**src/hdl/dac_host_pkg.sv**
```systemverilog
package dac_host_pkg;
    // frame geometry
    localparam int        WORD_BITS     = 24;
    localparam int        CRC_BITS      = 8;
    localparam int        FRAME_MAX     = 32;
    localparam logic [5:0] BITCNT_WORD  = 6'h18;
    localparam logic [5:0] BITCNT_CRC   = 6'h20;
    localparam logic [7:0] CRC_POLY     = 8'h07;   // x^8+x^2+x+1
    localparam logic [7:0] CRC_INIT     = 8'h00;
    // mode bits
    localparam logic [1:0] MODE_SPECIAL = 2'h0;
    localparam logic [1:0] MODE_GAIN    = 2'h1;
    localparam logic [1:0] MODE_OFFSET  = 2'h2;
    localparam logic [1:0] MODE_DATA    = 2'h3;
    // special function codes
    localparam logic [5:0] SF_NOP       = 6'h00;
    localparam logic [5:0] SF_CONTROL   = 6'h01;
    localparam logic [5:0] SF_READBACK  = 6'h05;
    localparam logic [23:0] NOP_WORD    = 24'h000000;
    // narrow data variant: two low frame bits reserved, always sent as zero
    localparam logic       NARROW_DATA  = 1'b0;
    localparam logic [23:0] RSVD_MASK   = 24'hFF_FFFC;
    // address decode
    localparam logic [1:0] ADDR_PAIR_ALL = 2'h0;
    localparam logic [2:0] ADDR_ALL     = 3'h0;
    localparam logic [2:0] ADDR_GRP0    = 3'h1;
    localparam logic [2:0] ADDR_GRP1    = 3'h2;
    // timing at 50 MHz system clock
    localparam int        CLK_PERIOD_NS = 20;
    localparam int        STAGE1_NS     = 600;
    localparam int        STAGE1_CYC    = (STAGE1_NS + CLK_PERIOD_NS - 1) / CLK_PERIOD_NS;
    localparam int        CH_ALL        = 8;
    localparam int        CH_GROUP      = 4;
    // serial clock half period in system clocks (5 MHz link, under the 20 MHz read cap)
    localparam logic [3:0] HALF_DIV     = 4'h5;
    localparam int        PACE_W        = 10;
    // software register offsets
    localparam logic [3:0] REG_CTRL     = 4'h0;
    localparam logic [3:0] REG_WORD     = 4'h1;
    localparam logic [3:0] REG_STATUS   = 4'h2;
    localparam logic [3:0] REG_RDATA    = 4'h3;
    localparam int        CTRL_CRC_BIT  = 0;
    localparam int        CTRL_GO_BIT   = 1;
    localparam int        CTRL_RD_BIT   = 2;

    typedef enum logic [2:0] {
        ST_IDLE  = 3'h0,
        ST_SYNC  = 3'h1,
        ST_LOW   = 3'h2,
        ST_HIGH  = 3'h3,
        ST_END   = 3'h4,
        ST_PACE  = 3'h5
    } link_state_t;

    typedef struct packed {
        logic sclk;
        logic sync_n;
        logic sdi;
    } link_out_t;
endpackage : dac_host_pkg

```
**src/hdl/dac_serial_host.sv**
```systemverilog
// Behaviour
// - word is 24 bits: two mode, six address, sixteen data bits
// - sync falls, then at least 24 falling clock edges before sync rises
// - host raises sync before a 25th falling edge without checksum
// - gated clock of exactly 24 pulses may raise sync any time after
// - serial clock at most 50 MHz writes, 20 MHz reads
// - readback: write mode 00 select word, data comes next transfer
// - after single channel write, next write completes 600 ns later
// - multi-channel write needs 600 ns per channel before next completes
// - narrow variant low two bits reserved, written as zero
// - checksum mode appends crc-8 poly 0x07, 32 bits per frame
`timescale 1ns/100ps
`default_nettype none
module dac_serial_host
    import dac_host_pkg::*;
(
    input  wire logic        clk,          // 50 MHz system clock
    input  wire logic        rst_n,        // async reset, low
    input  wire logic [3:0]  addr,         // software register offset
    input  wire logic [31:0] wdata,        // software write data
    input  wire logic        wr,           // write strobe
    input  wire logic        rd,           // read strobe
    output logic      [31:0] rdata,        // read data, cycle after rd
    output logic             sclk,         // serial clock to device
    output logic             sync_n,       // frame sync, low in frame
    output logic             sdi,          // serial data to device
    input  wire logic        sdo,          // serial data from device
    input  wire logic        crc_error_n,  // device checksum error, low
    output logic             busy          // frame or pacing in progress
);
    typedef struct packed {
        link_state_t         st;
        link_out_t           pins;
        logic [3:0]          div;
        logic [5:0]          nbits;
        logic [5:0]          total;
        logic [31:0]         shreg;
        logic [23:0]         rx;
        logic [23:0]         word;
        logic                crc_en;
        logic                rd_next;
        logic                rd_pend;
        logic                rd_valid;
        logic [23:0]         rd_data;
        logic [PACE_W-1:0]   pace;
        logic [31:0]         rdata;
        logic                busy;
    } state_t;

    state_t     s;
    state_t     next_s;
    logic [7:0] crc;
    logic       sdo_s;
    logic       err_n_s;
    logic [23:0] tx_word;

    dac_crc8 u_crc (
        .word (tx_word),
        .crc  (crc)
    );

    dac_sync2 u_sdo (
        .clk   (clk),
        .rst_n (rst_n),
        .d     (sdo),
        .q     (sdo_s)
    );

    // error pin idles high, so its flops start high: a low start would
    // read as a checksum error for two cycles after every reset
    dac_sync2 #(
        .INIT (1'b1)
    ) u_err (
        .clk   (clk),
        .rst_n (rst_n),
        .d     (crc_error_n),
        .q     (err_n_s)
    );

    // a capture frame sends a no-op in place of the word register
    assign tx_word = s.rd_pend ? NOP_WORD : s.word;

    // settle time owed to the calculation engine after a write
    function automatic logic [PACE_W-1:0] pace_for(input logic [23:0] w);
        logic [PACE_W-1:0] n;
        n = PACE_W'(STAGE1_CYC);
        if (w[23:22] != MODE_SPECIAL && w[20:19] == ADDR_PAIR_ALL) begin
            if (w[18:16] == ADDR_ALL) begin
                n = PACE_W'(STAGE1_CYC * CH_ALL);
            end else if (w[18:16] == ADDR_GRP0 || w[18:16] == ADDR_GRP1) begin
                n = PACE_W'(STAGE1_CYC * CH_GROUP);
            end
        end
        return n;
    endfunction : pace_for

    // frame sequencer
    always_comb begin
        next_s = s;
        case (s.st)
            ST_IDLE: begin
                if (wr && addr == REG_CTRL && wdata[CTRL_GO_BIT]) begin
                    next_s.crc_en  = wdata[CTRL_CRC_BIT];
                    next_s.rd_next = wdata[CTRL_RD_BIT];
                    next_s.busy    = 1'b1;
                    next_s.st      = ST_SYNC;
                end
            end
            ST_SYNC: begin
                // reserved low bits forced to zero when unused by the word
                next_s.shreg = s.crc_en ? {tx_word, crc} : {tx_word, 8'h00};
                next_s.total = s.crc_en ? BITCNT_CRC : BITCNT_WORD;
                next_s.nbits      = '0;
                next_s.div        = '0;
                next_s.pins.sync_n = 1'b0;
                next_s.pins.sclk   = 1'b1;
                next_s.pins.sdi    = next_s.shreg[FRAME_MAX-1];
                next_s.st          = ST_HIGH;
            end
            ST_HIGH: begin
                // falling edge lands in the middle of stable data
                next_s.div = s.div + 4'h1;
                if (s.div == HALF_DIV - 4'h1) begin
                    next_s.div       = '0;
                    next_s.pins.sclk = 1'b0;
                    next_s.nbits     = s.nbits + 6'h01;
                    next_s.st        = ST_LOW;
                end
            end
            ST_LOW: begin
                next_s.div = s.div + 4'h1;
                if (s.div == 4'h1) begin
                    // device output is launched on sclk rise, sample it late
                    next_s.rx = {s.rx[22:0], sdo_s};
                end
                if (s.div == HALF_DIV - 4'h1) begin
                    next_s.div   = '0;
                    next_s.shreg = {s.shreg[FRAME_MAX-2:0], 1'b0};
                    if (s.nbits == s.total) begin
                        next_s.st = ST_END;
                    end else begin
                        next_s.pins.sclk = 1'b1;
                        next_s.pins.sdi  = s.shreg[FRAME_MAX-2];
                        next_s.st        = ST_HIGH;
                    end
                end
            end
            ST_END: begin
                // clock rises again as sync rises; no further falling edge
                next_s.pins.sync_n = 1'b1;
                next_s.pins.sclk   = 1'b1;
                if (s.rd_pend) begin
                    next_s.rd_data  = s.rx;
                    next_s.rd_valid = 1'b1;
                end
                next_s.rd_pend = s.rd_next;
                next_s.pace    = pace_for(tx_word);
                next_s.st      = ST_PACE;
            end
            ST_PACE: begin
                next_s.pace = s.pace - PACE_W'(1);
                if (s.pace == PACE_W'(1)) begin
                    next_s.busy = 1'b0;
                    next_s.st   = ST_IDLE;
                end
            end
            default: begin
                next_s.st = ST_IDLE;
            end
        endcase
        // word register writable only while idle
        if (wr && addr == REG_WORD && s.st == ST_IDLE) begin
            next_s.word = wdata[23:0];
            if (NARROW_DATA) begin
                next_s.word = wdata[23:0] & RSVD_MASK;
            end
        end
        // register read port
        next_s.rdata = '0;
        if (rd) begin
            case (addr)
                REG_WORD:   next_s.rdata = {8'h00, s.word};
                REG_STATUS: next_s.rdata = {28'h0, s.rd_pend, s.rd_valid, ~err_n_s, s.busy};
                REG_RDATA:  next_s.rdata = {8'h00, s.rd_data};
                default:    next_s.rdata = '0;
            endcase
            if (addr == REG_RDATA && !(s.st == ST_END && s.rd_pend)) begin
                next_s.rd_valid = 1'b0;   // set in same cycle wins
            end
        end
    end

    // state register
    always_ff @(posedge clk or negedge rst_n) begin
        if (!rst_n) begin
            s             <= '0;
            s.st          <= ST_IDLE;
            s.pins.sync_n <= 1'b1;
            s.pins.sclk   <= 1'b1;
        end else begin
            s <= next_s;
        end
    end

    assign sclk   = s.pins.sclk;
    assign sync_n = s.pins.sync_n;
    assign sdi    = s.pins.sdi;
    assign rdata  = s.rdata;
    assign busy   = s.busy;

    // no more falling edges in a frame than its length
    a_edge_count: assert property (@(posedge clk) disable iff (!rst_n)
        s.nbits <= s.total || s.st == ST_IDLE || s.st == ST_SYNC)
        else $error("too many serial clock edges");

    // a frame without checksum ends on exactly one word of edges
    a_word_edges: assert property (@(posedge clk) disable iff (!rst_n)
        ($rose(sync_n) && !s.crc_en) |-> s.nbits == BITCNT_WORD)
        else $error("plain frame edge count wrong");

    // sync only rises after a full word
    a_sync_full: assert property (@(posedge clk) disable iff (!rst_n)
        $rose(sync_n) |-> s.nbits == s.total && s.nbits >= BITCNT_WORD)
        else $error("sync rose before full frame");

    // clock is high while sync moves
    a_sync_clk: assert property (@(posedge clk) disable iff (!rst_n)
        $changed(sync_n) |-> sclk)
        else $error("sync moved with clock low");

    // gated clock: sync rises with the clock, no pulse after the last one
    a_sync_gate: assert property (@(posedge clk) disable iff (!rst_n)
        $rose(sync_n) |-> $rose(sclk))
        else $error("sync rose apart from the clock");

    // data only changes while clock is high
    a_sdi_stable: assert property (@(posedge clk) disable iff (!rst_n)
        (!sync_n && $changed(sdi)) |-> sclk)
        else $error("data changed with clock low");

    // low phase lasts the divider length
    a_low_width: assert property (@(posedge clk) disable iff (!rst_n)
        $fell(sclk) |-> !sclk [*5])
        else $error("serial clock low phase too short");

    // high phase inside a frame lasts the divider length too
    a_high_width: assert property (@(posedge clk) disable iff (!rst_n)
        ($rose(sclk) && !sync_n) |-> sclk [*5])
        else $error("serial clock high phase too short");

    // cycles that sync has stood high, saturating; starts full so the
    // first frame after a reset is not held to a gap it never owed
    logic [PACE_W-1:0] high_run;
    always_ff @(posedge clk or negedge rst_n) begin
        if (!rst_n) begin
            high_run <= '1;
        end else if (!s.pins.sync_n) begin
            high_run <= '0;
        end else if (high_run != '1) begin
            high_run <= high_run + PACE_W'(1);
        end
    end

    // pacing holds off the next frame at least one stage
    a_pace_gap: assert property (@(posedge clk) disable iff (!rst_n)
        $fell(sync_n) |-> high_run >= PACE_W'(STAGE1_CYC))
        else $error("next frame started before settle time");

    // busy covers the whole frame, so software cannot start another in it
    a_busy_frame: assert property (@(posedge clk) disable iff (!rst_n)
        !sync_n |-> busy)
        else $error("frame running while not busy");

    // multi-channel all-address write waits eight stages
    a_pace_all: assert property (@(posedge clk) disable iff (!rst_n)
        (s.st == ST_END && tx_word[23:22] != MODE_SPECIAL && tx_word[20:16] == 5'h00)
        |=> s.pace == PACE_W'(240))
        else $error("broadcast pacing wrong");

    // checksum frames are 32 bits long
    a_crc_len: assert property (@(posedge clk) disable iff (!rst_n)
        (s.st == ST_SYNC && s.crc_en) |=> s.total == BITCNT_CRC)
        else $error("crc frame length wrong");

    // a capture frame carries a no-op so the readback changes nothing
    a_nop_capture: assert property (@(posedge clk) disable iff (!rst_n)
        (s.st == ST_SYNC && s.rd_pend) |=> s.shreg[FRAME_MAX-1:CRC_BITS] == NOP_WORD)
        else $error("capture frame word not a no-op");
endmodule : dac_serial_host
`default_nettype wire

```
**src/hdl/dac_crc8.sv**
```systemverilog
`timescale 1ns/100ps
`default_nettype none
module dac_crc8
    import dac_host_pkg::*;
(
    input  wire logic [23:0] word,   // frame word to protect
    output logic      [7:0]  crc     // checksum to append
);
    // bitwise crc over the word, msb first
    always_comb begin
        logic [7:0] c;
        c = CRC_INIT;
        for (int i = WORD_BITS - 1; i >= 0; i--) begin
            c = (c[7] ^ word[i]) ? ({c[6:0], 1'b0} ^ CRC_POLY) : {c[6:0], 1'b0};
        end
        crc = c;
    end
endmodule : dac_crc8
`default_nettype wire

```
**src/hdl/dac_sync2.sv**
```systemverilog
`timescale 1ns/100ps
`default_nettype none
module dac_sync2 #(
    parameter logic INIT = 1'b0   // level held while in reset
) (
    input  wire logic clk,     // system clock
    input  wire logic rst_n,   // async reset, low
    input  wire logic d,       // pin level
    output logic      q        // synchronised level
);
    logic [1:0] s;
    // two flops, first read only by second
    always_ff @(posedge clk or negedge rst_n) begin
        if (!rst_n) begin
            s <= {2{INIT}};
        end else begin
            s <= {s[0], d};
        end
    end
    assign q = s[1];
endmodule : dac_sync2
`default_nettype wire

```
**config.mk**
```make
export PLATFORM = sky130hd
export DESIGN_NAME = dac_serial_host
export DESIGN_NICKNAME = d
export VERILOG_FILES = /design/src/hdl/dac_host_pkg.sv /design/src/hdl/dac_serial_host.sv /design/src/hdl/dac_crc8.sv /design/src/hdl/dac_sync2.sv
export SDC_FILE = /design/constraint.sdc
export NUM_CORES = 1
export LEC_CHECK = 0
export BUFFER_PORTS_ARGS = -buffer_cell sky130_fd_sc_hd__buf_2
export CORE_UTILIZATION = 28
export CTS_BUF_LIST = sky130_fd_sc_hd__clkbuf_4
export DETAILED_ROUTE_END_ITERATION = 12
export GPL_TIMING_DRIVEN = 0
export PLACE_DENSITY = 0.5
export SYNTH_ARGS = -nofsm -noshare
export SYNTH_HDL_FRONTEND = slang
export SYNTH_SLANG_ARGS = --single-unit
```
**constraint.sdc**
```tcl
create_clock -name clk -period 7.2 [get_ports clk]
set_clock_uncertainty 0.15 [all_clocks]
set_input_delay 1.44 -clock clk [delete_from_list [all_inputs] [get_ports clk]]
set_output_delay 1.44 -clock clk [all_outputs]
set_load 0.005 [all_outputs]
```
[Word level (Yosys, flattened, before mapping)]
Cells that the tools add are included.
Word-level totals
  flip-flop bits (word level): 176
  bits of input ports: 42
  output and inout port bits: 36
  word-level logic and storage cells: 177
Cells by class
  $add $sub $neg: 3
  eq/ne operators: 19
  multiplexer cells: 57
  bitwise operators: 47
  reductions and logical operators: 31
Operator list (number)
  two-way mux 3 bit: 27
  case mux 24 bit (3 select lines): 1
  NOT 3 bit: 23
  case mux 31 bit (2 select lines): 1
  two-way mux 25 bit: 2
  two-way mux 24 bit: 2
  two-way mux 31 bit: 1
  two-way mux 10 bit: 3
  case mux 10 bit (2 select lines): 1
  case mux 3 bit (6 select lines): 1
  XOR 1 bit: 18
  case mux 4 bit (3 select lines): 1
  case mux 6 bit (2 select lines): 1
  nonzero test 2 bit: 6
  equality test 10 x 1 -> 1 bit, second input constant: 1
  != test 2 bit, second input constant: 5
  AND reduction 2 bit: 5
  subtractor 10 x 1 -> 10 bit, second input constant: 1
  equality test 3 x 2 -> 1 bit, second input constant: 3
  equality test 4 x 1 -> 1 bit, second input constant: 2
  equality test 4 x 2 -> 1 bit, second input constant: 2
  two-way mux 4 bit: 2
  two-way mux 8 bit: 1
  AND reduction 4 bit: 2
  other kinds (23): 45

[Depth between registers and ports, before layout]
  depth in word-level cells: 50
  depth in mapped cells: 11
  depth with buffers taken out: 8

[By module]
From an unflattened synthesis, not the netlist that was laid out.
Second synthesis, totals
  cells, all modules: 687
  area total of the unflattened synthesis: 8075.2 µm²
Modules (own cells, without submodules)
  dac_serial_host: instances 1, cells each 638, area each 7385.8 µm², sequential area each 4006.3 µm²
  dac_crc8: instances 1, cells each 45, area each 586.8 µm², sequential area each 0.0 µm²
  dac_sync2 at u_err: instances 1, cells each 2, area each 52.6 µm², sequential area each 52.6 µm²
  dac_sync2 at u_sdo: instances 1, cells each 2, area each 50.0 µm², sequential area each 50.0 µm²

[Least setup slack after synthesis]
OpenSTA, ideal clock, no wires.
  kind: input -> register
  start: input addr[1]
  end: register s[75] (netlist name)
  setup time: 0.125 ns
  data arrival time: 2.706 ns
  data required time: 6.925 ns
  slack: 4.219 ns
  stages: 5
  buffers on the path: 2
  cell sequence: clkbuf_1 -> nor2_1 -> nand4_1 -> clkbuf_1 -> mux2_2
Between the ends
  cells in the longest elaborated chain, start to end: 3
Ends and longest elaborated chain
  from (decl): line dac_serial_host.sv:19  | input wire logic [3:0] addr,
  equality test 4 x 1 -> 1 bit: line dac_serial_host.sv:172  | if (wr && addr == REG_WORD && s.st == ST_IDLE) begin
  logical AND 1 bit (2 in a row): line dac_serial_host.sv:172
  to (signal assigned): line dac_serial_host.sv:201  | s <= next_s;
  to (decl): line dac_serial_host.sv:50  | state_t s;
Every way passes these cells.
A chain may end at the register's enable or synchronous reset.

[Final worst setup path]
  start: register s[68] (netlist name)
  end: register s[125] (netlist name)
Between the ends
  cells in the longest elaborated chain, start to end: 21
  elaborated cells between the ends (all ways): 47
  classes of those cells: mux (19); bitwise (28)
Ends and longest elaborated chain
  two-way mux 24 bit (*): line dac_serial_host.sv:81  | assign tx_word = s.rd_pend ? NOP_WORD : s.word;
  XOR 1 bit: line dac_crc8.sv:14  | c = (c[7] ^ word[i]) ? ({c[6:0], 1'b0} ^ CRC_POLY) : {c[6:0], 1'b0};
  two-way mux 3 bit: line dac_crc8.sv:14
  NOT 3 bit (no line)
  two-way mux 3 bit: line dac_crc8.sv:14
  NOT 3 bit (no line)
  two-way mux 3 bit: line dac_crc8.sv:14
  XOR 1 bit: line dac_crc8.sv:14
  [... 5 more ...]
  XOR 1 bit: line dac_crc8.sv:14
  two-way mux 3 bit: line dac_crc8.sv:14
  NOT 3 bit (no line)
  two-way mux 3 bit: line dac_crc8.sv:14
  NOT 3 bit (no line)
  two-way mux 3 bit (*): line dac_crc8.sv:14
  two-way mux 8 bit (*): line dac_serial_host.sv:111  | next_s.shreg = s.crc_en ? {tx_word, crc} : {tx_word, 8'h00};
  case mux 31 bit (2 select lines) (*): line dac_serial_host.sv:100  | case (s.st)
Every way passes the cells marked *; elsewhere a longest branch is shown, timed or not.

==> summary.md <==
| Metric | Value |
|---|---|
| Top sig layer | `met4` |
| CTS tree | `done` |
| Mean Syn Cell Area | `11.0 um2` |
| Final Hold Vio Count | `0` |
| Largest net degree at the start of global routing | `between 90 and 100` |
| Cell area after synthesis | `8040 um2` |
| Total congestion overflow | `0` |
| Slew headroom | `between 40 and 50%` |
| Worst min path class | `reg2reg` |
| CTS resizes | `0` |
| CTS clk-pin slew, worst paths | `roughly 0.17 ns` |
| Synth Instances | `734` |
| Port Buf Inserts | `60` |
| DR WL/cell | `roughly 16 um` |
| Via count | `~5,500` |
| Synthesized flop and latch total | `between 150 and 200` |
| Longest Clk Path Bufs | `2` |
| Required @ worst endpoint | `between 7 and 8 ns` |
| Asr flop ratio synth | `100%` |
| Post-synthesis sequential area ratio | `about 51%` |
| Max-cap violations | `0` |
| Fin Setup TNS | `0 ns` |
| Slew @ Worst Pin | `0.782 ns` |
| Power per standard cell area | `about 160 nW/um2` |
| Die H | `171 um` |
| H-tree depth | `4` |
| Commonest non-fill, non-tap cell in the layout | `dfrtp_1` |
| Placer Congestion | `slightly below 0.8` |
| Commonest cells after routing, fill and taps aside | `dfrtp_1, nor2_1, mux2_2, buf_2, a21oi_1` |
| Setup WS post-layout | `roughly 3.7 ns` |
| RSZ-0062 raised after global routing | `no` |
| Chip width | `around 170 um` |
| Number of synthesized flops with an enable pin | `0` |
| Via density | `roughly 4.5` |
| P_leak | `~4.3 nW` |
| Post-CTS Hold Fix Bufs | `0` |
| Initial Util | `~29%` |
| Fraction of layout cells with a size suffix above 1 | `a little over a quarter` |
| Period minus WS final | `3.47 ns` |
| CP arrival | `3.75 ns` |
| Iter 0 DRT Violations | `about 280` |
| Area Growth Syn to Fin | `13.6%` |
| Outcome | `finished, final reports clean` |
| Met2 WL | `8930 um` |
| Detailed Route WL | `approximately 20,000 um` |
| Wl on met1 | `between 10,000 and 15,000 um` |
| CTS Buf Count | `17` |
| Total GRT Usage | `about 14%` |
| VDD IR max | `about 0.08 mV` |
| Warnings from Yosys | `0` |
| DR pass1 iterations | `5` |
| CTS root buf | `clkbuf_4` |
| First-pass GRT wire length | `31,700 um` |
| Initial antenna violation count | `1` |
| Number of global-route vias before repair | `about 5,600` |
| Crit path kind | `reg2reg` |
| Final setup viols | `0` |
| # IOs | `roughly 80` |
| Max Transition Viols Final | `0` |
| Clk_lat worst skew | `approximately 0.58 ns` |
| Detail Route Antenna Nets | `0` |
| Core Rows | `61` |
| Highest Clock Rate | `between 0.2 and 0.3 GHz` |
| CP Launch Type | `flip-flop` |
| Endpoint class of the critical path | `flip-flop` |
| Pre-CTS setup slack | `between 3 and 4 ns` |
| Nets@finish | `~870` |
| DPL Wire Length | `approximately 14,000 um` |
| Yosys cell types | `56` |
| Core Area | `28,000 um2` |
| CTS sink cnt | `between 150 and 200` |
| Remaining DRCs | `0` |
| Final worst path period share | `about half` |
| Met3 WL | `about 550 um` |
| Top FF cell, synth | `dfrtp_1` |
| Maximum fanout along the worst path | `10` |
| Die area | `roughly 29,000 um2` |
| Postcts setup bufs | `0` |
kinds of logic after synthesis:
family / share of synthesized area [%]
AO/OA/AOI/OAI: 10.1
XOR/XNOR: 8.65
adder cells (fa/ha/maj): 1.40
buffers and inverters: 5.76
flip-flops: 51.1
multiplexers: 11.6
other: 0.0466
AND/OR/NAND/NOR: 11.4
worst max-delay path, cell delays in order, from the launching register on:
cell,delay (ns)
dfrtp_1,0.34
buf_2,0.25
clkbuf_1,0.39
clkbuf_1,0.43
nand2b_1,0.22
ha_1,0.34
xor2_1,0.21
xnor2_1,0.25
xnor2_2,0.17
xor3_1,0.38
nand3b_1,0.12
a31oi_1,0.08
registers in the layout (all words and copies together), names as in the netlist:
register and cells:
busy 1, u_err.s 2, u_sdo.s 2, sync_n 1, sdi 1, sclk 1
rdata 24, s 132
layer usage:
metal	vias to the layer above	GRT usage, %
met5	-	0
met4	0	3.34
met3	7	3.01
met2	74	21.9
met1	2757	20.7
li1	2665	-
power by group:
part | internal, W | switching, W | total (W)
registers | 0.000924 | 0.00000122 | 0.000926
clock network | 0.000150 | 0.000365 | 0.000515
logic | 0.0000142 | 0.0000306 | 0.0000448
per-stage QoR:
step / util [%] / std cells / instance area (um2) / hold slack (ns) / total power (W)
finish: 32.6 / 1213 / 9140 / 0.218 / 0.00149
floorplan: - / 741 / 8070 / 0.181 / 0.000954
global route: 32.6 / 1213 / 9140 / 0.221 / 0.00155
CTS: 32.6 / 1212 / 9140 / 0.218 / 0.00151
global placement: 31.6 / 1179 / 8840 / 0.186 / 0.000987
detailed placement: 31.7 / 1180 / 8880 / 0.187 / 0.000990
area by class of cell:
type                       instances  area, um2
clock buffer                      18        135
inverter                          17       63.8
fill                            2913      18900
antenna                            1       2.50
timing repair buffer              61        338
tap                              378        473
sequential                       164       4110
buffer                            72        399
clock inverter                    14        120
multi-input combinational        488       3500
cell usage after synthesis (2+ instances only):
cell type    n  area share [%]
nand2b_1     6            0.47
ha_1         9             1.4
a22o_1       2            0.22
inv_1       17            0.79
xnor3_1      4             1.1
a22oi_1     24             2.2
mux2i_1      3            0.37
nor2_1      86             4.0
dfrtp_1    160              50
a31oi_1      2            0.16
o21ai_1      5            0.31
nand3b_1     6            0.56
xor2_1      15             1.6
and3_1       3            0.23
o21ai_0     16             1.0
nor2b_1      3            0.23
buf_2        3            0.19
xnor2_2      4            0.81
o31ai_1      4            0.37
a21o_1       2            0.19
nand4_1      4            0.31
a21oi_1     61             3.8
nor3b_1     19             1.8
nand2_1     31             1.4
a32o_1       2            0.25
dfstp_2      4             1.3
clkbuf_1    34             1.6
xnor2_1     39             4.2
nor2_2       3            0.23
buf_4       33             3.1
o221ai_1     4            0.44
nor4_1       2            0.16
nand3_1     14            0.87
nor3_1       8            0.50
mux2_2      80              11
and2_1       2            0.16
final timing paths:
| kind | startpoint | endpoint | slack [ns] | cells past startpoint |
|---|---|---|---|---|
| worst max-delay path | s[68]$_DFFE_PN0P_ | s[125]$_DFFE_PN0P_ | 3.73 | 11 |
| worst min-delay path | u_err.s[0]$_DFF_PN1_ | u_err.s[1]$_DFF_PN1_ | 0.22 | 0 |
| worst max register to register | s[68]$_DFFE_PN0P_ | s[125]$_DFFE_PN0P_ | 3.73 | 11 |
| worst min register to register | u_err.s[0]$_DFF_PN1_ | u_err.s[1]$_DFF_PN1_ | 0.22 | 0 |
| max in group asynchronous | rst_n | s[55]$_DFFE_PN0P_ | 5.36 | 2 |
| min in group asynchronous | rst_n | rdata[15]$_DFF_PN0_ | 0.69 | 1 |
Note: power is estimated with default switching activity, not from simulation.
